===== src/design/pp_cmd_pkg.sv =====
// Package: object indices, bit positions and reset values for the
// profile-position command unit.
// Assumes one clock domain; objects are written by the process-data side.
package pp_cmd_pkg;
  // =====================================================================
  // Object indices
  localparam logic [15:0] IDX_CONTROL    = 16'h6040;
  localparam logic [15:0] IDX_STATUS     = 16'h6041;
  localparam logic [15:0] IDX_MODE_SEL   = 16'h6060;
  localparam logic [15:0] IDX_MODE_DISP  = 16'h6061;
  localparam logic [15:0] IDX_TARGET_POS = 16'h607A;
  localparam logic [15:0] IDX_PROF_VEL   = 16'h6081;
  localparam logic [15:0] IDX_PROF_ACC   = 16'h6083;
  localparam logic [15:0] IDX_PROF_DEC   = 16'h6084;
  localparam logic [15:0] IDX_REL_OPT    = 16'h60F2;
  // =====================================================================
  // Control and status word bits
  localparam int CW_NEW_SP   = 4;
  localparam int CW_IMMED    = 5;
  localparam int CW_RELATIVE = 6;
  localparam int SW_REACHED  = 10;
  localparam int SW_ACCEPTED = 12;
  // =====================================================================
  // Modes, options and reset values
  localparam logic [7:0]  MODE_PP       = 8'h01;
  localparam logic [7:0]  MODE_RST      = 8'h00;
  localparam logic [15:0] OPT_PREV_TGT  = 16'h0000;
  localparam logic [15:0] OPT_ACTUAL    = 16'h0002;
  localparam logic [15:0] OPT_RST       = 16'h0000;
  localparam logic [31:0] VEL_RST       = 32'h0000003C;
  localparam logic [31:0] VEL_MIN       = 32'h00000001;
  localparam logic [15:0] CW_RST        = 16'h0000;
  localparam logic [31:0] WORD_RST      = 32'h00000000;
endpackage


===== src/design/pp_command_unit.sv =====
// Profile-position command unit: mode selection, new-setpoint handshake,
// deferred or immediate setpoint change and status word generation.
// Assumes objects arrive by single-cycle writes and that i_pdo_tick
// marks the end of each process-data cycle; the motion generator
// reports arrival and standstill.
// Function
// - Writing mode select activates profile position mode
// - New-setpoint rising edge starts move to target
// - Bit five clear: new values wait for target
// - Bit five set: new values apply at once
// - Bit six selects absolute or relative move
// - Position, velocity, acceleration, deceleration form set
// - Without halt, bit ten shows target reached
// - With halt, bit ten shows standstill
// - Bit twelve shows new target accepted
// - Mode ends only at standstill after cause
// - Velocity clamped to maximum, used next move
// - Target position taken at next start, signed
// - Option picks relative base, next move
// - Clearing new-setpoint bit drops accepted bit
`timescale 1ns/1ps
module pp_command_unit
  import pp_cmd_pkg::*;
(
  input  wire logic        i_ref_clk,      // 250 MHz system clock
  input  wire logic        i_arst_n,       // Async reset, active low
  input  wire logic        i_obj_wr,       // Object write strobe
  input  wire logic        i_obj_rd,       // Object read strobe
  input  wire logic [15:0] i_obj_index,    // Object index
  input  wire logic [31:0] i_obj_wdata,    // Object write data
  input  wire logic        i_pdo_tick,     // End of process-data cycle
  input  wire logic [31:0] i_max_vel,      // Maximum velocity limit
  input  wire logic [31:0] i_actual_pos,   // Actual motor position
  input  wire logic        i_gen_reached,  // Generator reached target
  input  wire logic        i_standstill,   // Motor at standstill
  input  wire logic        i_halt,         // Halt active
  input  wire logic        i_quick_stop,   // Quick stop active
  input  wire logic        i_fault,        // Error detected
  output logic      [31:0] o_obj_rdata,    // Object read data
  output logic      [15:0] o_status_word,  // Status word
  output logic      [7:0]  o_mode_disp,    // Active mode display
  output logic             o_mode_active,  // Profile position active
  output logic             o_move_start,   // Start pulse to generator
  output logic      [31:0] o_move_target,  // Absolute target
  output logic      [31:0] o_move_vel,     // Clamped velocity
  output logic      [31:0] o_move_acc,     // Acceleration
  output logic      [31:0] o_move_dec      // Deceleration
);
  import pp_cmd_pkg::*;

  typedef enum logic [1:0] {ST_OFF, ST_READY, ST_MOVING} pp_state_e;

  pp_state_e   state;
  logic [15:0] control;
  logic [7:0]  mode_sel;
  logic [31:0] target_pos, prof_vel, prof_acc, prof_dec;
  logic [15:0] rel_opt;
  logic        sp_prev;
  logic        sp_edge;
  logic        pending;
  logic        reached;
  logic        accepted;
  logic        stop_evt;
  logic        pend_go;
  logic        load;
  logic        mode_on;
  logic        end_ok;

  // =====================================================================
  // Sub-blocks
  pp_object_store u_store (
    .i_ref_clk     (i_ref_clk),
    .i_arst_n      (i_arst_n),
    .i_obj_wr      (i_obj_wr),
    .i_obj_rd      (i_obj_rd),
    .i_obj_index   (i_obj_index),
    .i_obj_wdata   (i_obj_wdata),
    .i_status_word (o_status_word),
    .i_mode_disp   (o_mode_disp),
    .o_obj_rdata   (o_obj_rdata),
    .o_control     (control),
    .o_mode_sel    (mode_sel),
    .o_target_pos  (target_pos),
    .o_prof_vel    (prof_vel),
    .o_prof_acc    (prof_acc),
    .o_prof_dec    (prof_dec),
    .o_rel_opt     (rel_opt)
  );

  pp_setpoint_latch u_latch (
    .i_ref_clk     (i_ref_clk),
    .i_arst_n      (i_arst_n),
    .i_load        (load),
    .i_relative    (control[CW_RELATIVE]),
    .i_rel_opt     (rel_opt),
    .i_actual_pos  (i_actual_pos),
    .i_target_pos  (target_pos),
    .i_prof_vel    (prof_vel),
    .i_max_vel     (i_max_vel),
    .i_prof_acc    (prof_acc),
    .i_prof_dec    (prof_dec),
    .o_move_target (o_move_target),
    .o_move_vel    (o_move_vel),
    .o_move_acc    (o_move_acc),
    .o_move_dec    (o_move_dec)
  );

  // =====================================================================
  // Decode of events
  assign mode_on       = (o_mode_disp == MODE_PP);
  assign o_mode_active = mode_on;
  // Only a low-to-high change between cycles counts, so a held bit is inert
  assign sp_edge  = i_pdo_tick & control[CW_NEW_SP] & ~sp_prev;
  assign stop_evt = i_quick_stop | i_fault;
  assign pend_go  = (state == ST_MOVING) & pending & i_gen_reached;
  // Start from rest, replace at once, or release a deferred setpoint
  assign load = mode_on & ~stop_evt &
                (((state == ST_READY) & sp_edge) |
                 ((state == ST_MOVING) & sp_edge &
                  control[CW_IMMED]) |
                 pend_go);
  // Leaving the mode needs standstill plus a reason to stop
  assign end_ok = i_standstill &
                  (reached | i_halt | i_quick_stop | i_fault);

  // =====================================================================
  // Previous new-setpoint level, sampled once per process-data cycle
  always_ff @(posedge i_ref_clk or negedge i_arst_n) begin
    if (!i_arst_n) sp_prev <= 1'b0;
    else if (i_pdo_tick) sp_prev <= control[CW_NEW_SP];
  end

  // =====================================================================
  // Active mode follows the selection, held while a move is under way
  always_ff @(posedge i_ref_clk or negedge i_arst_n) begin
    if (!i_arst_n) begin
      o_mode_disp <= MODE_RST;
    end else if (mode_sel != o_mode_disp && (!mode_on || end_ok)) begin
      o_mode_disp <= mode_sel;
    end
  end

  // =====================================================================
  // Move sequencing
  always_ff @(posedge i_ref_clk or negedge i_arst_n) begin
    if (!i_arst_n) begin
      state <= ST_OFF;
    end else if (!mode_on) begin
      state <= ST_OFF;
    end else begin
      case (state)
        ST_OFF:   state <= ST_READY;
        ST_READY: if (load) state <= ST_MOVING;
        ST_MOVING: begin
          if (stop_evt) state <= ST_READY;
          else if (load) state <= ST_MOVING;
          else if (i_gen_reached) state <= ST_READY;
        end
        default:  state <= ST_OFF;
      endcase
    end
  end

  // =====================================================================
  // Deferred setpoint; a fresh edge wins over release in the same cycle
  always_ff @(posedge i_ref_clk or negedge i_arst_n) begin
    if (!i_arst_n) begin
      pending <= 1'b0;
    end else if (mode_on && !stop_evt && state == ST_MOVING && sp_edge &&
                 !control[CW_IMMED]) begin
      pending <= 1'b1;
    end else if (load || stop_evt || !mode_on) begin
      pending <= 1'b0;
    end
  end

  // =====================================================================
  // Arrival flag, cleared by every new start
  always_ff @(posedge i_ref_clk or negedge i_arst_n) begin
    if (!i_arst_n) begin
      reached <= 1'b0;
    end else if (load) begin
      reached <= 1'b0;
    end else if (state == ST_MOVING && i_gen_reached && !stop_evt) begin
      reached <= 1'b1;
    end
  end

  // =====================================================================
  // Setpoint accepted: set on start, dropped when the master clears bit 4
  always_ff @(posedge i_ref_clk or negedge i_arst_n) begin
    if (!i_arst_n) begin
      accepted <= 1'b0;
    end else if (load) begin
      accepted <= 1'b1;
    end else if (i_pdo_tick && !control[CW_NEW_SP]) begin
      accepted <= 1'b0;
    end
  end

  // =====================================================================
  // Status word; bits outside this mode read zero
  always_ff @(posedge i_ref_clk or negedge i_arst_n) begin
    if (!i_arst_n) begin
      o_status_word <= CW_RST;
    end else begin
      o_status_word <= CW_RST;
      o_status_word[SW_REACHED] <= i_halt ? i_standstill
                                          : reached;
      o_status_word[SW_ACCEPTED] <= load | accepted;
    end
  end

  // =====================================================================
  // Start pulse, aligned with the latched setpoint
  always_ff @(posedge i_ref_clk or negedge i_arst_n) begin
    if (!i_arst_n) o_move_start <= 1'b0;
    else o_move_start <= load;
  end
endmodule // pp_command_unit


===== src/design/pp_object_store.sv =====
// Object store: holds the written drive objects and answers reads.
// Assumes writes and reads are synchronous single-cycle strobes.
`timescale 1ns/1ps
module pp_object_store
  import pp_cmd_pkg::*;
(
  input  wire logic        i_ref_clk,      // System clock
  input  wire logic        i_arst_n,       // Async reset, active low
  input  wire logic        i_obj_wr,       // Object write strobe
  input  wire logic        i_obj_rd,       // Object read strobe
  input  wire logic [15:0] i_obj_index,    // Object index
  input  wire logic [31:0] i_obj_wdata,    // Write data
  input  wire logic [15:0] i_status_word,  // Live status word
  input  wire logic [7:0]  i_mode_disp,    // Live mode display
  output logic      [31:0] o_obj_rdata,    // Read data, one cycle later
  output logic      [15:0] o_control,      // Control word
  output logic      [7:0]  o_mode_sel,     // Requested mode
  output logic      [31:0] o_target_pos,   // Target position
  output logic      [31:0] o_prof_vel,     // Profile velocity
  output logic      [31:0] o_prof_acc,     // Profile acceleration
  output logic      [31:0] o_prof_dec,     // Profile deceleration
  output logic      [15:0] o_rel_opt       // Relative reference option
);
  import pp_cmd_pkg::*;

  // =====================================================================
  // Writes; read-only and unknown indices are ignored
  always_ff @(posedge i_ref_clk or negedge i_arst_n) begin
    if (!i_arst_n) begin
      o_control    <= CW_RST;
      o_mode_sel   <= MODE_RST;
      o_target_pos <= WORD_RST;
      o_prof_vel   <= VEL_RST;
      o_prof_acc   <= WORD_RST;
      o_prof_dec   <= WORD_RST;
      o_rel_opt    <= OPT_RST;
    end else if (i_obj_wr) begin
      if (i_obj_index == IDX_CONTROL) begin
        o_control <= i_obj_wdata[15:0];
      end else if (i_obj_index == IDX_MODE_SEL) begin
        o_mode_sel <= i_obj_wdata[7:0];
      end else if (i_obj_index == IDX_TARGET_POS) begin
        o_target_pos <= i_obj_wdata;
      end else if (i_obj_index == IDX_PROF_VEL) begin
        // Values below the minimum are refused, old value kept
        if (i_obj_wdata >= VEL_MIN) o_prof_vel <= i_obj_wdata;
      end else if (i_obj_index == IDX_PROF_ACC) begin
        o_prof_acc <= i_obj_wdata;
      end else if (i_obj_index == IDX_PROF_DEC) begin
        o_prof_dec <= i_obj_wdata;
      end else if (i_obj_index == IDX_REL_OPT) begin
        // Reserved option codes are refused
        if (i_obj_wdata[15:0] == OPT_PREV_TGT ||
            i_obj_wdata[15:0] == OPT_ACTUAL) begin
          o_rel_opt <= i_obj_wdata[15:0];
        end
      end
    end
  end

  // =====================================================================
  // Registered read mux; unknown index reads zero
  always_ff @(posedge i_ref_clk or negedge i_arst_n) begin
    if (!i_arst_n) begin
      o_obj_rdata <= WORD_RST;
    end else if (i_obj_rd) begin
      if (i_obj_index == IDX_CONTROL) o_obj_rdata <= {16'h0000, o_control};
      else if (i_obj_index == IDX_STATUS)
        o_obj_rdata <= {16'h0000, i_status_word};
      else if (i_obj_index == IDX_MODE_SEL)
        o_obj_rdata <= {24'h000000, o_mode_sel};
      else if (i_obj_index == IDX_MODE_DISP)
        o_obj_rdata <= {24'h000000, i_mode_disp};
      else if (i_obj_index == IDX_TARGET_POS) o_obj_rdata <= o_target_pos;
      else if (i_obj_index == IDX_PROF_VEL) o_obj_rdata <= o_prof_vel;
      else if (i_obj_index == IDX_PROF_ACC) o_obj_rdata <= o_prof_acc;
      else if (i_obj_index == IDX_PROF_DEC) o_obj_rdata <= o_prof_dec;
      else if (i_obj_index == IDX_REL_OPT)
        o_obj_rdata <= {16'h0000, o_rel_opt};
      else o_obj_rdata <= WORD_RST;
    end
  end
endmodule // pp_object_store


===== src/design/pp_setpoint_latch.sv =====
// Setpoint latch: freezes one move's target set at the moment of start.
// Assumes i_load is a single-cycle pulse from the command unit.
`timescale 1ns/1ps
module pp_setpoint_latch
  import pp_cmd_pkg::*;
(
  input  wire logic        i_ref_clk,     // System clock
  input  wire logic        i_arst_n,      // Async reset, active low
  input  wire logic        i_load,        // Take a new setpoint
  input  wire logic        i_relative,    // Relative move requested
  input  wire logic [15:0] i_rel_opt,     // Relative base option
  input  wire logic [31:0] i_actual_pos,  // Actual motor position
  input  wire logic [31:0] i_target_pos,  // Target position object
  input  wire logic [31:0] i_prof_vel,    // Profile velocity object
  input  wire logic [31:0] i_max_vel,     // Maximum velocity limit
  input  wire logic [31:0] i_prof_acc,    // Acceleration object
  input  wire logic [31:0] i_prof_dec,    // Deceleration object
  output logic      [31:0] o_move_target, // Absolute generator target
  output logic      [31:0] o_move_vel,    // Clamped velocity
  output logic      [31:0] o_move_acc,    // Move acceleration
  output logic      [31:0] o_move_dec     // Move deceleration
);
  import pp_cmd_pkg::*;

  logic [31:0] base;

  // =====================================================================
  // Base of the move: zero point, last generator target or actual position
  always_comb begin
    if (!i_relative) base = WORD_RST;
    else if (i_rel_opt == OPT_ACTUAL) base = i_actual_pos;
    else base = o_move_target;
  end

  // =====================================================================
  // All four target values move together; wrap-around is accepted
  always_ff @(posedge i_ref_clk or negedge i_arst_n) begin
    if (!i_arst_n) begin
      o_move_target <= WORD_RST;
      o_move_vel    <= VEL_RST;
      o_move_acc    <= WORD_RST;
      o_move_dec    <= WORD_RST;
    end else if (i_load) begin
      o_move_target <= 32'(base + i_target_pos);
      o_move_vel    <= (i_prof_vel > i_max_vel) ? i_max_vel
                                                : i_prof_vel;
      o_move_acc    <= i_prof_acc;
      o_move_dec    <= i_prof_dec;
    end
  end
endmodule // pp_setpoint_latch


===== config.mk =====
export PLATFORM = sky130hd
export DESIGN_NAME = pp_command_unit
export DESIGN_NICKNAME = d
export VERILOG_FILES = /design/src/design/pp_cmd_pkg.sv /design/src/design/pp_command_unit.sv /design/src/design/pp_object_store.sv /design/src/design/pp_setpoint_latch.sv
export SDC_FILE = /design/constraint.sdc
export NUM_CORES = 1
export LEC_CHECK = 0
export BUFFER_PORTS_ARGS = -buffer_cell sky130_fd_sc_hd__clkbuf_2
export CORE_ASPECT_RATIO = 0.7
export CORE_MARGIN = 4
export CORE_UTILIZATION = 50
export CTS_BUF_LIST = sky130_fd_sc_hd__clkbuf_16
export CTS_CLUSTER_DIAMETER = 40
export CTS_CLUSTER_SIZE = 16
export DETAILED_ROUTE_END_ITERATION = 10
export GPL_ROUTABILITY_DRIVEN = 0
export GPL_TIMING_DRIVEN = 0
export PLACE_DENSITY = 0.72
export SLEW_MARGIN = 10
export SYNTH_ARGS = -nofsm -noshare
export SYNTH_HDL_FRONTEND = slang
export SYNTH_SLANG_ARGS = --single-unit
export TNS_END_PERCENT = 20

===== constraint.sdc =====
create_clock -name i_ref_clk -period 12.6 [get_ports i_ref_clk]
set_clock_uncertainty 0.15 [all_clocks]
set_input_delay 1.26 -clock i_ref_clk [delete_from_list [all_inputs] [get_ports i_ref_clk]]
set_output_delay 1.26 -clock i_ref_clk [all_outputs]
set_load 0.05 [all_outputs]

==> impl.org <==
** Outcome
- The run finished with clean final reports.

** Hold path
- Class of the tightest hold or removal check :: flip-flop to flip-flop

** Timing
- In the final timing run, aggregate negative setup slack is 0 ns.
- Setup repair after global routing left no endpoint under its margin.
- Slew Limit Fails :: 0
- Final worst-path cycle share :: 44.68%
- Min Tclk post-route :: 5.630 ns
- At the pin with the least slew margin, the transition time is 1.165 ns.
- Fmax :: 0.1776 GHz
- In this run the tightest slew margin relative to its limit is 21.53%.
- Setup violations remaining at the end of the flow were counted as 0.
- Final hold analysis gives a worst-case slack of 0.3114 ns.
- The number of hold-slack violations in the final timing report was 0.

** Run
- Max-cap violations :: 0

** Clock network
- Counting along the longest clock path gives a buffer depth of 3.
- The root buffer cell chosen for the clock tree is sky130_fd_sc_hd__clkbuf_16.
- In this run, post-CTS repair resized a total of 0 instances.
- After clock tree synthesis, the setup repair step added 0 buffers.
- TritonCTS built the clock tree.
- For this design, the sink count on the clock tree is 345.
- Skew-Pair Late Insertion Delay :: 0.56 ns
- In this run, CTS created clock tree buffers numbering 41.
- CTS H-tree depth :: 2
- Post-CTS clock slew at the launch and capture registers of the worst setup and hold paths :: 0.07 ns
- Hold buffer count at cts :: 0

** Worst setup path
- Data arrives at the worst endpoint at 5.86 ns.
- For the worst flop-to-flop path, the logic depth is 16.
- Critical path endpoint category :: flip-flop
- Required time of the critical path :: 12.83 ns
- Following the worst setup path forward leads to its endpoint at u_latch.o_move_target[30].
- CP Max Fanout :: 10
- The endpoint identified for the worst register-to-register timing path is u_latch.o_move_target[30].
- Worst setup path category :: flip-flop to flip-flop
- Reg-to-reg setup timing slack :: 6.97 ns
- STA classifies the critical path startpoint as a flip-flop.
- Launching point of the worst reg2reg path :: u_store.o_rel_opt[3]
- Crit path launch :: u_store.o_rel_opt[3]

** Route
- The first routing iteration left 1489 violations.
- For this run, the detailed router's first-pass iteration total came to 5.
- For this block, the via count after detailed routing is 15330.
- Vias per cell :: 5.985
- WL/cell :: 23.34 um
- The final layout contains routed wiring with a total length of 59.77 mm.
- Once detail routing completed, the nets flagged for antenna violations numbered 0.
- In the routed design, unresolved DRC markers number 0.

** GRT
- The via count of the first global-routing pass is 15280.
- For this run, the total global-route usage over all layers was measured as 30.40%.
- Entering global routing, the biggest net connects 101 pins.
- Global routing finished with a remaining overflow of 0.
- The first global-routing pass estimated 91.05 mm of wire.
- Antenna violations before repair :: 7

** Synth
- Number of enable-type register cells in the synthesized netlist :: 0
- Synth Flop Type :: sky130_fd_sc_hd__dfrtp_1
- In the post-synthesis netlist, the biggest area contributors are sky130_fd_sc_hd__dfrtp_1, sky130_fd_sc_hd__mux2_2, sky130_fd_sc_hd__nand2_1.
- Number of warning messages in the yosys log :: 0
- Library cell with the highest instance count after synthesis :: sky130_fd_sc_hd__dfrtp_1
- Sorting the synthesized cells by how often they occur yields sky130_fd_sc_hd__dfrtp_1, sky130_fd_sc_hd__nand2_1, sky130_fd_sc_hd__mux2_2, sky130_fd_sc_hd__o21ai_0, sky130_fd_sc_hd__ha_1.
- For this run, asynchronously set or reset flops after synthesis account for 100.0%.
- Register bit total from synthesis :: 345
- Of all cell types, the one taking the most synthesized area is sky130_fd_sc_hd__dfrtp_1.
- Register area share after synthesis :: 48.54%
- Synthesized area :: 0.01781 sq mm
- In this run the biggest area consumer among cell types represents 47.36% of the synthesized area.
- After synthesis, the mean cell area works out to 10.45 sq um.
- In the synthesized netlist, the number of instances is 1704.
- After synthesis, the netlist uses 83 different library cells.

** Cells and area
- From synthesis to final layout, the design area changed by 20.26%.
- Share of final-layout standard cells stronger than drive strength 1 :: 28.44%
- With fillers left out, the area of the finished cells amounts to 0.02142 sq mm.
- At the end of the flow, the number of nets in the layout was 2240.
- For this run, the number of standard cells in the final layout without fillers is 2561.
- At the end of the flow the core is filled with cells to 61.28%.

** Placed design
- Placed instance area :: 0.01999 sq mm
- I/O Buffers :: 291
- The HPWL after detailed placement is 45.33 mm.
- In this run, placement finished with an instance count of 2483.

** Power and ir drop
- For this design the static power due to leakage is 0.01134 uW.
- IR analysis of the VDD net gives a maximum drop of 0.09819 mV.
- Power density relative to cell area :: 116.6 mW/mm^2

** Floorplan
- Area inside the core boundary :: 0.03495 sq mm
- The die is 165.9 um tall.
- Die X-Extent :: 233.6 um
- FP Rows :: 57
- Die outline area :: 0.03875 sq mm
- Pin placement for this block handled 308 I/O pins.
- Initial core utilization :: 50.96%
## sequential cells by signal, indices dropped and copies added (netlist names)
| name | cells |
|---|---|
| u_store.o_rel_opt | 16 |
| sp_prev | 1 |
| pending | 1 |
| u_store.o_prof_dec | 32 |
| o_move_start | 1 |
| u_store.o_mode_sel | 8 |
| u_store.o_prof_vel | 32 |
| state | 2 |
| u_latch.o_move_vel | 32 |
| u_store.o_obj_rdata | 32 |
| accepted | 1 |
| reached | 1 |
| u_store.o_prof_acc | 32 |
| o_mode_disp | 8 |
| u_latch.o_move_dec | 32 |
| o_status_word | 2 |
| u_store.o_control | 16 |
| u_latch.o_move_target | 32 |
| u_store.o_target_pos | 32 |
| u_latch.o_move_acc | 32 |
## through the flow
step                worst slack [ns]  power, uW
floorplan                      8.557       1198
global placement               2.563       1271
detailed placement             7.287       1276
CTS                            7.106       2511
global route                   6.826       2570
finish                         6.970       2496
## power by group
part / switching [uW] / total [uW] / internal, uW / leakage, uW
Clock: 520 / 1240 / 720 / 0.000699
Combinational: 101 / 136 / 34.6 / 0.00590
Sequential: 5.33 / 1120 / 1110 / 0.00474
Total: 627 / 2500 / 1870 / 0.0113
## worst max-delay path, stage by stage, from the launching register on
cell                        delay (ns)
sky130_fd_sc_hd__dfrtp_1          0.40
sky130_fd_sc_hd__nor4b_1          0.50
sky130_fd_sc_hd__nand4_1          0.57
sky130_fd_sc_hd__buf_1            0.51
sky130_fd_sc_hd__mux2i_1          0.22
sky130_fd_sc_hd__nor2b_1          0.15
sky130_fd_sc_hd__ha_1             0.22
sky130_fd_sc_hd__inv_1            0.07
sky130_fd_sc_hd__fa_1             0.40
sky130_fd_sc_hd__nor2b_1          0.18
sky130_fd_sc_hd__o31a_1           0.25
sky130_fd_sc_hd__o311ai_1         0.20
sky130_fd_sc_hd__a2111oi_1        0.66
sky130_fd_sc_hd__o21ai_0          0.27
sky130_fd_sc_hd__a21boi_0         0.30
sky130_fd_sc_hd__mux2i_1          0.23
sky130_fd_sc_hd__o311ai_0         0.16
## placed cells by master, fill, tap and decap left out, types with 13 or more instances in the layout
cell type / instances
sky130_fd_sc_hd__mux2_2: 132
sky130_fd_sc_hd__mux2_4: 28
sky130_fd_sc_hd__dfrtp_1: 337
sky130_fd_sc_hd__and3_1: 13
sky130_fd_sc_hd__a21o_1: 24
sky130_fd_sc_hd__a31oi_1: 31
sky130_fd_sc_hd__o21ai_0: 67
sky130_fd_sc_hd__buf_2: 19
sky130_fd_sc_hd__nand4_1: 45
sky130_fd_sc_hd__ha_1: 63
sky130_fd_sc_hd__a21oi_1: 47
sky130_fd_sc_hd__mux2i_1: 41
sky130_fd_sc_hd__clkbuf_1: 50
sky130_fd_sc_hd__nand2_1: 314
sky130_fd_sc_hd__o211ai_1: 35
sky130_fd_sc_hd__inv_1: 48
sky130_fd_sc_hd__nand3_1: 42
sky130_fd_sc_hd__nor2b_1: 51
sky130_fd_sc_hd__a22oi_1: 35
sky130_fd_sc_hd__nor2_1: 52
sky130_fd_sc_hd__a221oi_1: 17
sky130_fd_sc_hd__buf_4: 22
sky130_fd_sc_hd__conb_1: 14
sky130_fd_sc_hd__clkbuf_16: 43
sky130_fd_sc_hd__clkbuf_2: 291
sky130_fd_sc_hd__a22o_1: 13
sky130_fd_sc_hd__xnor2_1: 19
## how the worst min path moves through the flow
stage | start | end | slack, ns | depth (start not counted)
finish | accepted | o_status_word[12] | 0.31 | 1
CTS | accepted | o_status_word[12] | 0.32 | 1
detailed placement | accepted | o_status_word[12] | 0.30 | 1
global placement | accepted | o_status_word[12] | 0.29 | 1
global route | accepted | o_status_word[12] | 0.34 | 1
floorplan | accepted | o_status_word[12] | 0.28 | 1
## layer usage
metal	track usage [%]	up-vias	wire (um)
li1	-	6811	-
met1	44.24	7619	25880
met2	45.69	763	26480
met3	5.967	131	5367
met4	10.45	4	2014
met5	0	-	29
## cells by family (layout without fill, tap and decap cells)
group / Yosys count / in the layout / share of synthesized area [%]
buffers and inverters: 155 / 523 / 4.082
adders and majority gates: 64 / 64 / 4.539
DFF: 345 / 345 / 48.54
AOI/OAI and AO/OA: 321 / 321 / 12.28
xor gates and xnor gates: 31 / 31 / 1.525
muxes: 206 / 206 / 13.33
other: 1 / 18 / 0.02106
and+or+nand+nor: 581 / 581 / 15.68
## cell type report
class / count / area (sq um)
clock inverters: 31 / 335.3
clock buffers: 43 / 1076
flip-flops and latches: 345 / 8643
well taps: 472 / 590.6
plain buffers: 109 / 554.3
multi-input cells: 1217 / 8486
fillers: 2969 / 13530
inverters: 46 / 172.7
diodes: 4 / 10.01
repair buffers: 294 / 1548
(Power assumes the default switching activity.)
